## src/stall_detector_consts.vh

```
// constants for the stepper stall detector
`ifndef STALL_DETECTOR_CONSTS_VH
`define STALL_DETECTOR_CONSTS_VH
// register offsets (plain register port, byte wide data)
`define SD_ADDR_CTL 4'h0
`define SD_ADDR_STEP 4'h1
`define SD_ADDR_FLAG 4'h2
`define SD_ADDR_LOAD_HI 4'h3
`define SD_ADDR_LOAD_LO 4'h4
`define SD_ADDR_CNT_HI 4'h5
`define SD_ADDR_CNT_LO 4'h6
`define SD_ADDR_ACC_HI 4'h7
`define SD_ADDR_ACC_LO 4'h8
`define SD_ADDR_MISC 4'h9
// control register fields
`define SD_CTL_RZ_EN 7
`define SD_CTL_PWRUP 6
`define SD_CTL_WAI 5
`define SD_CTL_SCLK_HI 1
`define SD_CTL_SCLK_LO 0
// step register fields
`define SD_STEP_INTEG 7
`define SD_STEP_DRIVE 6
`define SD_STEP_RECIRC 5
`define SD_STEP_MSEL 4
`define SD_STEP_IDX_HI 1
`define SD_STEP_IDX_LO 0
// flag register fields
`define SD_FLG_UNDER 7
`define SD_FLG_OVF 0
// misc register fields
`define SD_MISC_PRE 0
// reset values
`define SD_CTL_RST 8'h40
`define SD_STEP_RST 8'h00
`define SD_ZERO16 16'h0000
`define SD_ONE16 16'h0001
`define SD_ACC_MAX 16'h7fff
`define SD_ACC_MIN 16'h8000
// sample divider base 8, counter prescale 64 or 512
`define SD_SAMPLE_BASE 10'd8
`define SD_PRE_SHORT 10'd64
`define SD_PRE_LONG 10'd512
`define SD_DIV_ONE 10'd1
// modes
`define SD_MODE_BLANK 2'b00
`define SD_MODE_BLANK_DRV 2'b01
`define SD_MODE_CONV 2'b10
`define SD_MODE_INTEG 2'b11
// bridge codes: 00 off, 01 positive, 10 negative, 11 recirculate
`define SD_BR_OFF 2'b00
`define SD_BR_POS 2'b01
`define SD_BR_NEG 2'b10
`define SD_BR_RECIRC 2'b11
`endif

```

## src/stall_detector.v

```verilog
// stepper stall detector: coil bridge control, integrator and modulus counter
`include "stall_detector_consts.vh"
module stall_detector (
  input wire i_clk_sys,
  input wire i_sys_rst,
  input wire [3:0] i_addr,
  input wire [7:0] i_wdata,
  input wire i_wr,
  input wire i_rd,
  output reg [7:0] o_rdata,
  input wire i_stop_mode,
  input wire i_wait_mode,
  input wire i_sd_sample,
  output reg o_converter_enable_q,
  output reg o_converter_reset_q,
  output reg [1:0] o_sine_coil_bridge,
  output reg [1:0] o_cosine_coil_bridge,
  output reg o_sense_sine_q,
  output reg o_motor_select,
  output reg o_counter_underflow_flag,
  output reg o_accumulator_overflow_flag
);

  // =========================================================
  // registers
  reg [7:0] ctl_q;
  reg [7:0] step_q;
  reg misc_q;
  reg [15:0] load_q;
  reg [15:0] cnt_q;
  reg [15:0] acc_q;
  reg [15:0] offset_q;
  reg integ_timed_q;
  reg [9:0] sdiv_q;
  reg [9:0] pdiv_q;
  reg [1:0] sclk_sel_q;
  reg [7:0] lo_buf_q;

  // mode is the integrate bit above the drive bit
  wire [1:0] mode = {step_q[`SD_STEP_INTEG], step_q[`SD_STEP_DRIVE]};
  // coils left alone by this block unless enabled
  wire rz_en = ctl_q[`SD_CTL_RZ_EN];
  wire [1:0] step_idx = step_q[`SD_STEP_IDX_HI:`SD_STEP_IDX_LO];
  // =========================================================
  // power-down
  // stop halts block
  // wait with disable
  // low-power inputs are levels, no edge detection needed
  // halting also freezes the prescaler, so counts resume exactly
  wire halted = i_stop_mode | (i_wait_mode & ctl_q[`SD_CTL_WAI]);
  wire conv_on = ctl_q[`SD_CTL_PWRUP] & ~halted;
  wire blanking = (mode == `SD_MODE_BLANK) | (mode == `SD_MODE_BLANK_DRV);
  wire integ = (mode == `SD_MODE_INTEG);

  // =========================================================
  // functions
  // sample divide ratio; bus over 8 times 2^sel
  function [9:0] sample_div;
    input [1:0] sel;
    begin
      sample_div = `SD_SAMPLE_BASE << sel;
    end
  endfunction

  // full-step polarity; step 0 sine+, 1 cos+, 2 sine-, 3 cos
  function [1:0] drive_pol;
    input [1:0] idx;
    input is_sine;
    begin
      case ({is_sine, idx})
        3'b100: drive_pol = `SD_BR_POS;
        3'b110: drive_pol = `SD_BR_NEG;
        3'b001: drive_pol = `SD_BR_POS;
        3'b011: drive_pol = `SD_BR_NEG;
        default: drive_pol = `SD_BR_OFF;
      endcase
    end
  endfunction

  // saturating add; clamp on overflow
  function [16:0] sat_add;
    input [15:0] a;
    input [15:0] b;
    reg [15:0] s;
    begin
      s = a + b;
      if (~a[15] & ~b[15] & s[15])
        sat_add = {1'b1, `SD_ACC_MAX};
      else if (a[15] & b[15] & ~s[15])
        sat_add = {1'b1, `SD_ACC_MIN};
      else
        sat_add = {1'b0, s};
    end
  endfunction

  // =========================================================
  // coil bridges
  // sense coil is the one not energised by the current step
  wire sense_sine = step_idx[0];
  reg [1:0] sine_d;
  reg [1:0] cos_d;
  reg [1:0] masked_d;
  reg [1:0] driven_d;
  always @* begin
    masked_d = `SD_BR_OFF;
    driven_d = `SD_BR_OFF;
    case (mode)
      `SD_MODE_BLANK: begin
        masked_d = `SD_BR_RECIRC;
        driven_d = `SD_BR_OFF;
      end
      `SD_MODE_BLANK_DRV: begin
        masked_d = `SD_BR_RECIRC;
        driven_d = drive_pol(step_idx, ~sense_sine);
      end
      `SD_MODE_CONV: begin
        masked_d = `SD_BR_OFF;
        driven_d = `SD_BR_OFF;
      end
      `SD_MODE_INTEG: begin
        masked_d = `SD_BR_OFF;
        driven_d = drive_pol(step_idx, ~sense_sine);
      end
      default: begin
        masked_d = `SD_BR_OFF;
        driven_d = `SD_BR_OFF;
      end
    endcase
    // stopped recirculation keeps the coils safe
    if (halted) begin
      masked_d = `SD_BR_RECIRC;
      driven_d = `SD_BR_RECIRC;
    end
    // disabled: both bridges released to the motor driver
    if (!rz_en) begin
      sine_d = `SD_BR_OFF;
      cos_d = `SD_BR_OFF;
    end else if (sense_sine) begin
      sine_d = masked_d;
      cos_d = driven_d;
    end else begin
      sine_d = driven_d;
      cos_d = masked_d;
    end
  end

  // =========================================================
  // sample strobe and counter prescale
  // sample rate change takes effect only outside integration
  // sample divider keeps reloading outside integration,
  // so the first sample lands one full period after entry
  wire sample_tick = (sdiv_q == `SD_DIV_ONE);
  wire [9:0] pre_div = misc_q ? `SD_PRE_LONG : `SD_PRE_SHORT;
  wire cnt_tick = (pdiv_q == `SD_DIV_ONE) & ~halted;
  always @(posedge i_clk_sys or posedge i_sys_rst) begin
    if (i_sys_rst) begin
      sdiv_q <= `SD_SAMPLE_BASE;
      pdiv_q <= `SD_PRE_SHORT;
      sclk_sel_q <= 2'h0;
    end else begin
      if (!integ)
        sclk_sel_q <= ctl_q[`SD_CTL_SCLK_HI:`SD_CTL_SCLK_LO];
      if (!integ || sample_tick)
        sdiv_q <= sample_div(sclk_sel_q);
      else
        sdiv_q <= sdiv_q - `SD_DIV_ONE;
      if (!halted) begin
        if (cnt_tick | (pdiv_q == `SD_DIV_ONE))
          pdiv_q <= pre_div;
        else
          pdiv_q <= pdiv_q - `SD_DIV_ONE;
      end
    end
  end

  // =========================================================
  // accumulator with offset compensation
  wire acc_step = integ & sample_tick & conv_on;
  wire [15:0] delta = i_sd_sample ? `SD_ONE16 : (`SD_ZERO16 - `SD_ONE16);
  wire [16:0] acc_sum = sat_add(acc_q, delta);
  wire ovf_set = acc_step & acc_sum[16];
  wire under_set = cnt_tick & (cnt_q == `SD_ONE16);
  wire flag_wr = i_wr & (i_addr == `SD_ADDR_FLAG);
  wire cnt_wr_lo = i_wr & (i_addr == `SD_ADDR_CNT_LO);
  wire [15:0] cnt_wval = {lo_buf_q, i_wdata};
  // offset sums share the saturating adder; top bit is the clamp marker
  wire [16:0] off_sum = sat_add(offset_q, delta);
  wire [16:0] comp_sum = sat_add(acc_q, `SD_ZERO16 - offset_q);
  always @(posedge i_clk_sys or posedge i_sys_rst) begin
    if (i_sys_rst) begin
      acc_q <= `SD_ZERO16;
      offset_q <= `SD_ZERO16;
      integ_timed_q <= 1'b0;
    end else begin
      if (blanking) begin
        acc_q <= `SD_ZERO16;
        integ_timed_q <= 1'b0;
      end else if (acc_step && integ) begin
        acc_q <= acc_sum[15:0];
      end else if (!integ) begin
        // divider reloads outside integration, so conversion mode samples the offset at most once, just after leaving integration
        if (acc_step)
          acc_q <= acc_sum[15:0];
      end
      if (mode == `SD_MODE_CONV && sample_tick && conv_on)
        offset_q <= off_sum[15:0];
      if (integ && cnt_q != `SD_ZERO16)
        integ_timed_q <= 1'b1;
      if (integ && integ_timed_q && under_set)
        acc_q <= comp_sum[15:0];
    end
  end

  // =========================================================
  // modulus down counter
  // high byte is buffered so a byte-wise load never counts from a half value
  // limitation: no reload on underflow, software rearms each interval
  always @(posedge i_clk_sys or posedge i_sys_rst) begin
    if (i_sys_rst) begin
      cnt_q <= `SD_ZERO16;
      load_q <= `SD_ZERO16;
      lo_buf_q <= 8'h00;
    end else begin
      if (i_wr && i_addr == `SD_ADDR_CNT_HI)
        lo_buf_q <= i_wdata;
      if (i_wr && i_addr == `SD_ADDR_LOAD_HI)
        load_q[15:8] <= i_wdata;
      if (i_wr && i_addr == `SD_ADDR_LOAD_LO)
        load_q[7:0] <= i_wdata;
      if (cnt_wr_lo)
        cnt_q <= cnt_wval;
      else if (cnt_tick && cnt_q != `SD_ZERO16)
        cnt_q <= cnt_q - `SD_ONE16;
    end
  end

  // =========================================================
  // register writes and flags
  // flags are sticky; a clear racing a new event loses, so no event is missed
  always @(posedge i_clk_sys or posedge i_sys_rst) begin
    if (i_sys_rst) begin
      ctl_q <= `SD_CTL_RST;
      step_q <= `SD_STEP_RST;
      misc_q <= 1'b0;
      o_accumulator_overflow_flag <= 1'b0;
      o_counter_underflow_flag <= 1'b0;
    end else begin
      if (i_wr && i_addr == `SD_ADDR_CTL)
        ctl_q <= i_wdata;
      if (i_wr && i_addr == `SD_ADDR_STEP)
        step_q <= i_wdata;
      if (i_wr && i_addr == `SD_ADDR_MISC)
        misc_q <= i_wdata[`SD_MISC_PRE];
      if (ovf_set)
        o_accumulator_overflow_flag <= 1'b1;
      else if (flag_wr && i_wdata[`SD_FLG_OVF])
        o_accumulator_overflow_flag <= 1'b0;
      if (under_set)
        o_counter_underflow_flag <= 1'b1;
      else if (flag_wr && i_wdata[`SD_FLG_UNDER])
        o_counter_underflow_flag <= 1'b0;
    end
  end

  // =========================================================
  // outputs and read data
  // every output registered: one cycle of latency traded for clean pins
  // read data returns to zero outside the answer cycle
  always @(posedge i_clk_sys or posedge i_sys_rst) begin
    if (i_sys_rst) begin
      o_rdata <= 8'h00;
      o_converter_enable_q <= 1'b0;
      o_converter_reset_q <= 1'b1;
      o_sine_coil_bridge <= `SD_BR_OFF;
      o_cosine_coil_bridge <= `SD_BR_OFF;
      o_sense_sine_q <= 1'b0;
      o_motor_select <= 1'b0;
    end else begin
      o_converter_enable_q <= conv_on;
      o_converter_reset_q <= blanking | ~conv_on;
      o_sine_coil_bridge <= sine_d;
      o_cosine_coil_bridge <= cos_d;
      o_sense_sine_q <= sense_sine;
      o_motor_select <= step_q[`SD_STEP_MSEL];
      o_rdata <= 8'h00;
      if (i_rd) begin
        case (i_addr)
          `SD_ADDR_CTL: o_rdata <= ctl_q;
          `SD_ADDR_STEP: o_rdata <= step_q;
          `SD_ADDR_FLAG: o_rdata <= {o_counter_underflow_flag, 6'h00, o_accumulator_overflow_flag};
          `SD_ADDR_LOAD_HI: o_rdata <= load_q[15:8];
          `SD_ADDR_LOAD_LO: o_rdata <= load_q[7:0];
          `SD_ADDR_CNT_HI: o_rdata <= cnt_q[15:8];
          `SD_ADDR_CNT_LO: o_rdata <= cnt_q[7:0];
          `SD_ADDR_ACC_HI: o_rdata <= acc_q[15:8];
          `SD_ADDR_ACC_LO: o_rdata <= acc_q[7:0];
          `SD_ADDR_MISC: o_rdata <= {7'h00, misc_q};
          default: o_rdata <= 8'h00;
        endcase
      end
    end
  end

endmodule // stall_detector

```

## config.mk

```make
export PLATFORM = sky130hd
export DESIGN_NAME = stall_detector
export DESIGN_NICKNAME = d
export VERILOG_FILES = /design/src/stall_detector.v
export VERILOG_INCLUDE_DIRS = /design/src /design/src/src
export SDC_FILE = /design/constraint.sdc
export NUM_CORES = 1
export LEC_CHECK = 0
export ABC_AREA = 1
export ABC_CLOCK_PERIOD_IN_PS = 4120
export BUFFER_PORTS_ARGS = -buffer_cell sky130_fd_sc_hd__buf_4
export CAP_MARGIN = 30
export CELL_PAD_IN_SITES_DETAIL_PLACEMENT = 1
export CELL_PAD_IN_SITES_GLOBAL_PLACEMENT = 1
export CORE_MARGIN = 5
export CORE_UTILIZATION = 35
export CTS_CLUSTER_SIZE = 25
export DETAILED_ROUTE_END_ITERATION = 10
export GPL_TIMING_DRIVEN = 0
export PLACE_DENSITY_LB_ADDON = 0.1
export SYNTH_ARGS = -nofsm -noshare
export SYNTH_HDL_FRONTEND = slang
export SYNTH_SLANG_ARGS = --single-unit
```

## constraint.sdc

```tcl
create_clock -name i_clk_sys -period 4.12 [get_ports i_clk_sys]
set_input_delay 0.206 -clock i_clk_sys [delete_from_list [all_inputs] [get_ports i_clk_sys]]
set_output_delay 0.206 -clock i_clk_sys [all_outputs]
set_load 0.01 [all_outputs]
```

==> out/results.ini <==
[synth]
ys_ff_latch = 130
synth_cell_type_count = 50
synthArstFlopShare_pct = 100.0
syn_inst = 1265
synth_edf_count = 0
yosys_warnings = 0
yosysSeqAreaShare_pct = 35.83
synth-main-ff-cell = dfrtp_1
synth_area_um2 = 9094
synth.avg_cell_area_um2 = 7.189
synth_nets = 1346

[global_route]
grt_pass1_wl_mm = 47.16
gr-usage-all-layers_pct = 20.38
grt_pass1_vias = 8919
grt_max_degree = 92
grt-ovfl-total = 0
antenna_found_initial = 0

[worst_setup_path]
cp-end-kind = register
cp.required_ns = 4.43
critPathLaunch = offset_q[0]
r2r_slack_ns = 0.43
crit_path_end = acc_q[5]
worstPathArrival_ns = 4.00
setup.worst_path.start_class = register
r2r_end = acc_q[5]
crit_path_max_fanout = 10
r2r_start = offset_q[0]
critical_path_class = register to register
r2r_cells = 24

[detailed_routing]
wire_per_inst_um = 17.20
post-route-drc-count = 0
postRouteAntennaNets = 0
vias = 8529
drt-total-wl_mm = 28.77
drt_iter0_drc = 396
dr.pass1.iters = 5
avgViaCountPerCell = 5.098

[placement]
dp_cells = 1637
io_buffers = 35
dp_hpwl_mm = 22.55
place_congestion = 0.8475

[cts]
cts_sinks = 130
cts_buffer_depth = 2
root_buffer = clkbuf_16
cts_tree = done
htree_levels = 4
cts_made_buffers = 17
clk_latency_ns = 0.44
path_clk_slew_ns = 0.07

[sta]
skew_ns = 0.03064
worst_pin_slew_ns = 0.6805
setup_viol = 0
rsz0062_at_grt = false
finalCritPeriodShare_pct = 89.57
report.final.slew_viol_count = 0
timing.slew.headroom_pct = 54.47
hold_viol = 0
fmax_ghz = 0.2710
hold_slack_ns = 0.03542
fin_crit_ns = 3.690
tns_ns = 0

[layout]
multi_input_area_um2 = 5107
utilization_pct = 40.46
register_area_um2 = 3259
final_cells = 1673
area_growth_syn_to_layout_pct = 14.96
drive_gt1_share_pct = 8.445
antenna_cells = 0
nFillCells = 3241
nets = 1406

[power_and_ir_drop]
power_density_nw_per_um2 = 546.0
p_leak_nw = 5.367
vdd_drop_max_mv = 0.2590

[floorplan]
die_area_um2 = 29310
num_rows = 59
fp.dieW_um = 171.2
fp.coreArea_um2 = 25840
io_pins = 37
initial_core_util_pct = 35.20
fp.dieH_um = 171.2

[flow_run]
cap_violations = 0

[status]
status = finished clean

[worst_hold_path]
min_path_type = primary input to register

-- final cells by class --
class | instances | share of cell area, %
inverter | 169 | 6.152
multi-input combinational | 947 | 48.86
buffer | 19 | 0.9336
clock inverter | 14 | 1.364
sequential | 130 | 31.18
clock buffer | 18 | 4.105
tap | 335 | 4.010
timing repair buffer | 41 | 3.399
-- cell usage after synthesis, types with 2 or more instances --
cell | count | area [µm²]
a41oi_1 | 3 | 26.28
dfrtp_1 | 126 | 3153
o21bai_1 | 8 | 60.06
o21ai_0 | 81 | 405.4
a22oi_1 | 11 | 82.58
a211oi_1 | 2 | 15.01
o31ai_1 | 2 | 15.01
inv_1 | 163 | 611.8
a221oi_1 | 10 | 87.58
nand2_1 | 331 | 1242
nand4_1 | 11 | 68.82
nor3_1 | 18 | 90.09
xor2_1 | 36 | 315.3
a31oi_1 | 5 | 31.28
nor4_1 | 4 | 25.02
xnor2_1 | 11 | 96.34
nand3b_1 | 3 | 22.52
ha_1 | 58 | 725.7
fa_1 | 4 | 80.08
o22ai_1 | 4 | 25.02
nor2_1 | 150 | 563.0
a21oi_1 | 57 | 285.3
inv_2 | 5 | 18.77
buf_2 | 5 | 25.02
o311ai_0 | 2 | 17.52
buf_4 | 3 | 22.52
nand3_2 | 3 | 30.03
dfstp_2 | 4 | 105.1
nor2_2 | 5 | 31.28
o211ai_1 | 6 | 45.04
nand2_2 | 2 | 12.51
a21o_1 | 2 | 15.01
clkbuf_1 | 10 | 37.54
o221ai_1 | 8 | 70.07
nand3_1 | 92 | 460.4
or2_2 | 6 | 37.54
-- state kept, by name, indices dropped and copies added (netlist names), 10 cells and up --
signal and cells:
cnt_q 16, acc_q 16, offset_q 16, sdiv_q 10, pdiv_q 10, load_q 16
-- worst min-delay path by stage --
stage          slack [ns]  depth (start not counted)        from        endpoint
6_report             0.04                          3  i_wdata[3]        cnt_q[3]
5_1_grt              0.03                          3  i_wdata[4]        cnt_q[4]
4_1_cts              0.03                          3  i_wdata[4]        cnt_q[4]
3_5_place_dp         0.25                          2   i_sys_rst       pdiv_q[8]
3_3_place_gp         0.40                          0   step_q[4]  o_motor_select
2_1_floorplan        0.31                          2        i_rd      o_rdata[0]
-- through the flow --
| step | cell area (µm²) | worst slack, ns | total power, mW |
|---|---|---|---|
| floorplan | 9094 | 0.4513 | 3.500 |
| global placement | 9776 | -1.479 | 4.146 |
| detailed placement | 9836 | -0.2393 | 4.204 |
| CTS | 10440 | 0.2148 | 5.772 |
| global route | 10450 | 0.02862 | 6.207 |
| finish | 10450 | 0.4296 | 5.708 |
-- layer usage --
layer | wire length (µm) | GRT usage (%)
met1 | 14060 | 27.99
met2 | 13510 | 33.58
met3 | 592 | 2.643
met4 | 612 | 6.407
met5 | 0 | 0
-- critical path, cell delays in order (launching register included) --
cell	delay, ns
dfrtp_2	0.48
inv_2	0.11
ha_1	0.19
nand2_1	0.08
nor2_1	0.14
nand4_1	0.19
nor2_2	0.22
nand2_1	0.09
nor2_1	0.13
xor2_1	0.15
inv_1	0.05
ha_1	0.34
nand2_1	0.09
nand2_1	0.06
nand2_1	0.06
nand2_1	0.05
a21oi_1	0.19
nand2_1	0.07
nand2_1	0.09
nand3_2	0.17
buf_2	0.24
nand3_1	0.13
nand2_1	0.08
nor2_1	0.10
nor2_1	0.04
-- cells by family (layout without fill, tap and decap cells) --
kind of cell | Yosys count | in the layout | share of synthesized area [%]
DFF | 130 | 130 | 35.83
AOI/OAI and AO/OA | 206 | 206 | 13.54
xor gates and xnor gates | 47 | 47 | 4.527
adders and majority gates | 62 | 62 | 8.861
buffers and inverters | 188 | 261 | 8.035
and+or+nand+nor | 632 | 632 | 29.21
-- power breakdown --
| part | internal [mW] | switching (mW) |
|---|---|---|
| Sequential | 1.59 | 0.365 |
| Clock | 0.851 | 0.688 |
| Combinational | 0.833 | 1.38 |
| Total | 3.27 | 2.44 |
-- cell usage in the layout (no fill, tap or decap), types with 9 or more instances in the layout --
cell type / synthesis / final
nand2_1: 331 / 331
inv_1: 163 / 161
nor2_1: 150 / 149
dfrtp_1: 126 / 125
nand3_1: 92 / 92
o21ai_0: 81 / 81
ha_1: 58 / 58
a21oi_1: 57 / 57
buf_4: 3 / 39
xor2_1: 36 / 36
nor3_1: 18 / 18
clkbuf_16: 0 / 17
nand4_1: 11 / 11
xnor2_1: 11 / 11
a22oi_1: 11 / 11
clkbuf_1: 10 / 10
a221oi_1: 10 / 10
inv_6: 0 / 9
-- repair_timing --
action                                 in CTS  in global routing
setup endpoints to repair                   0                 19
buffers inserted                            0                  1
hold buffers                                3                  0
endpoints found under the hold margin      39                  0
resized for setup                           0                  5
(Power assumes the default switching activity.)
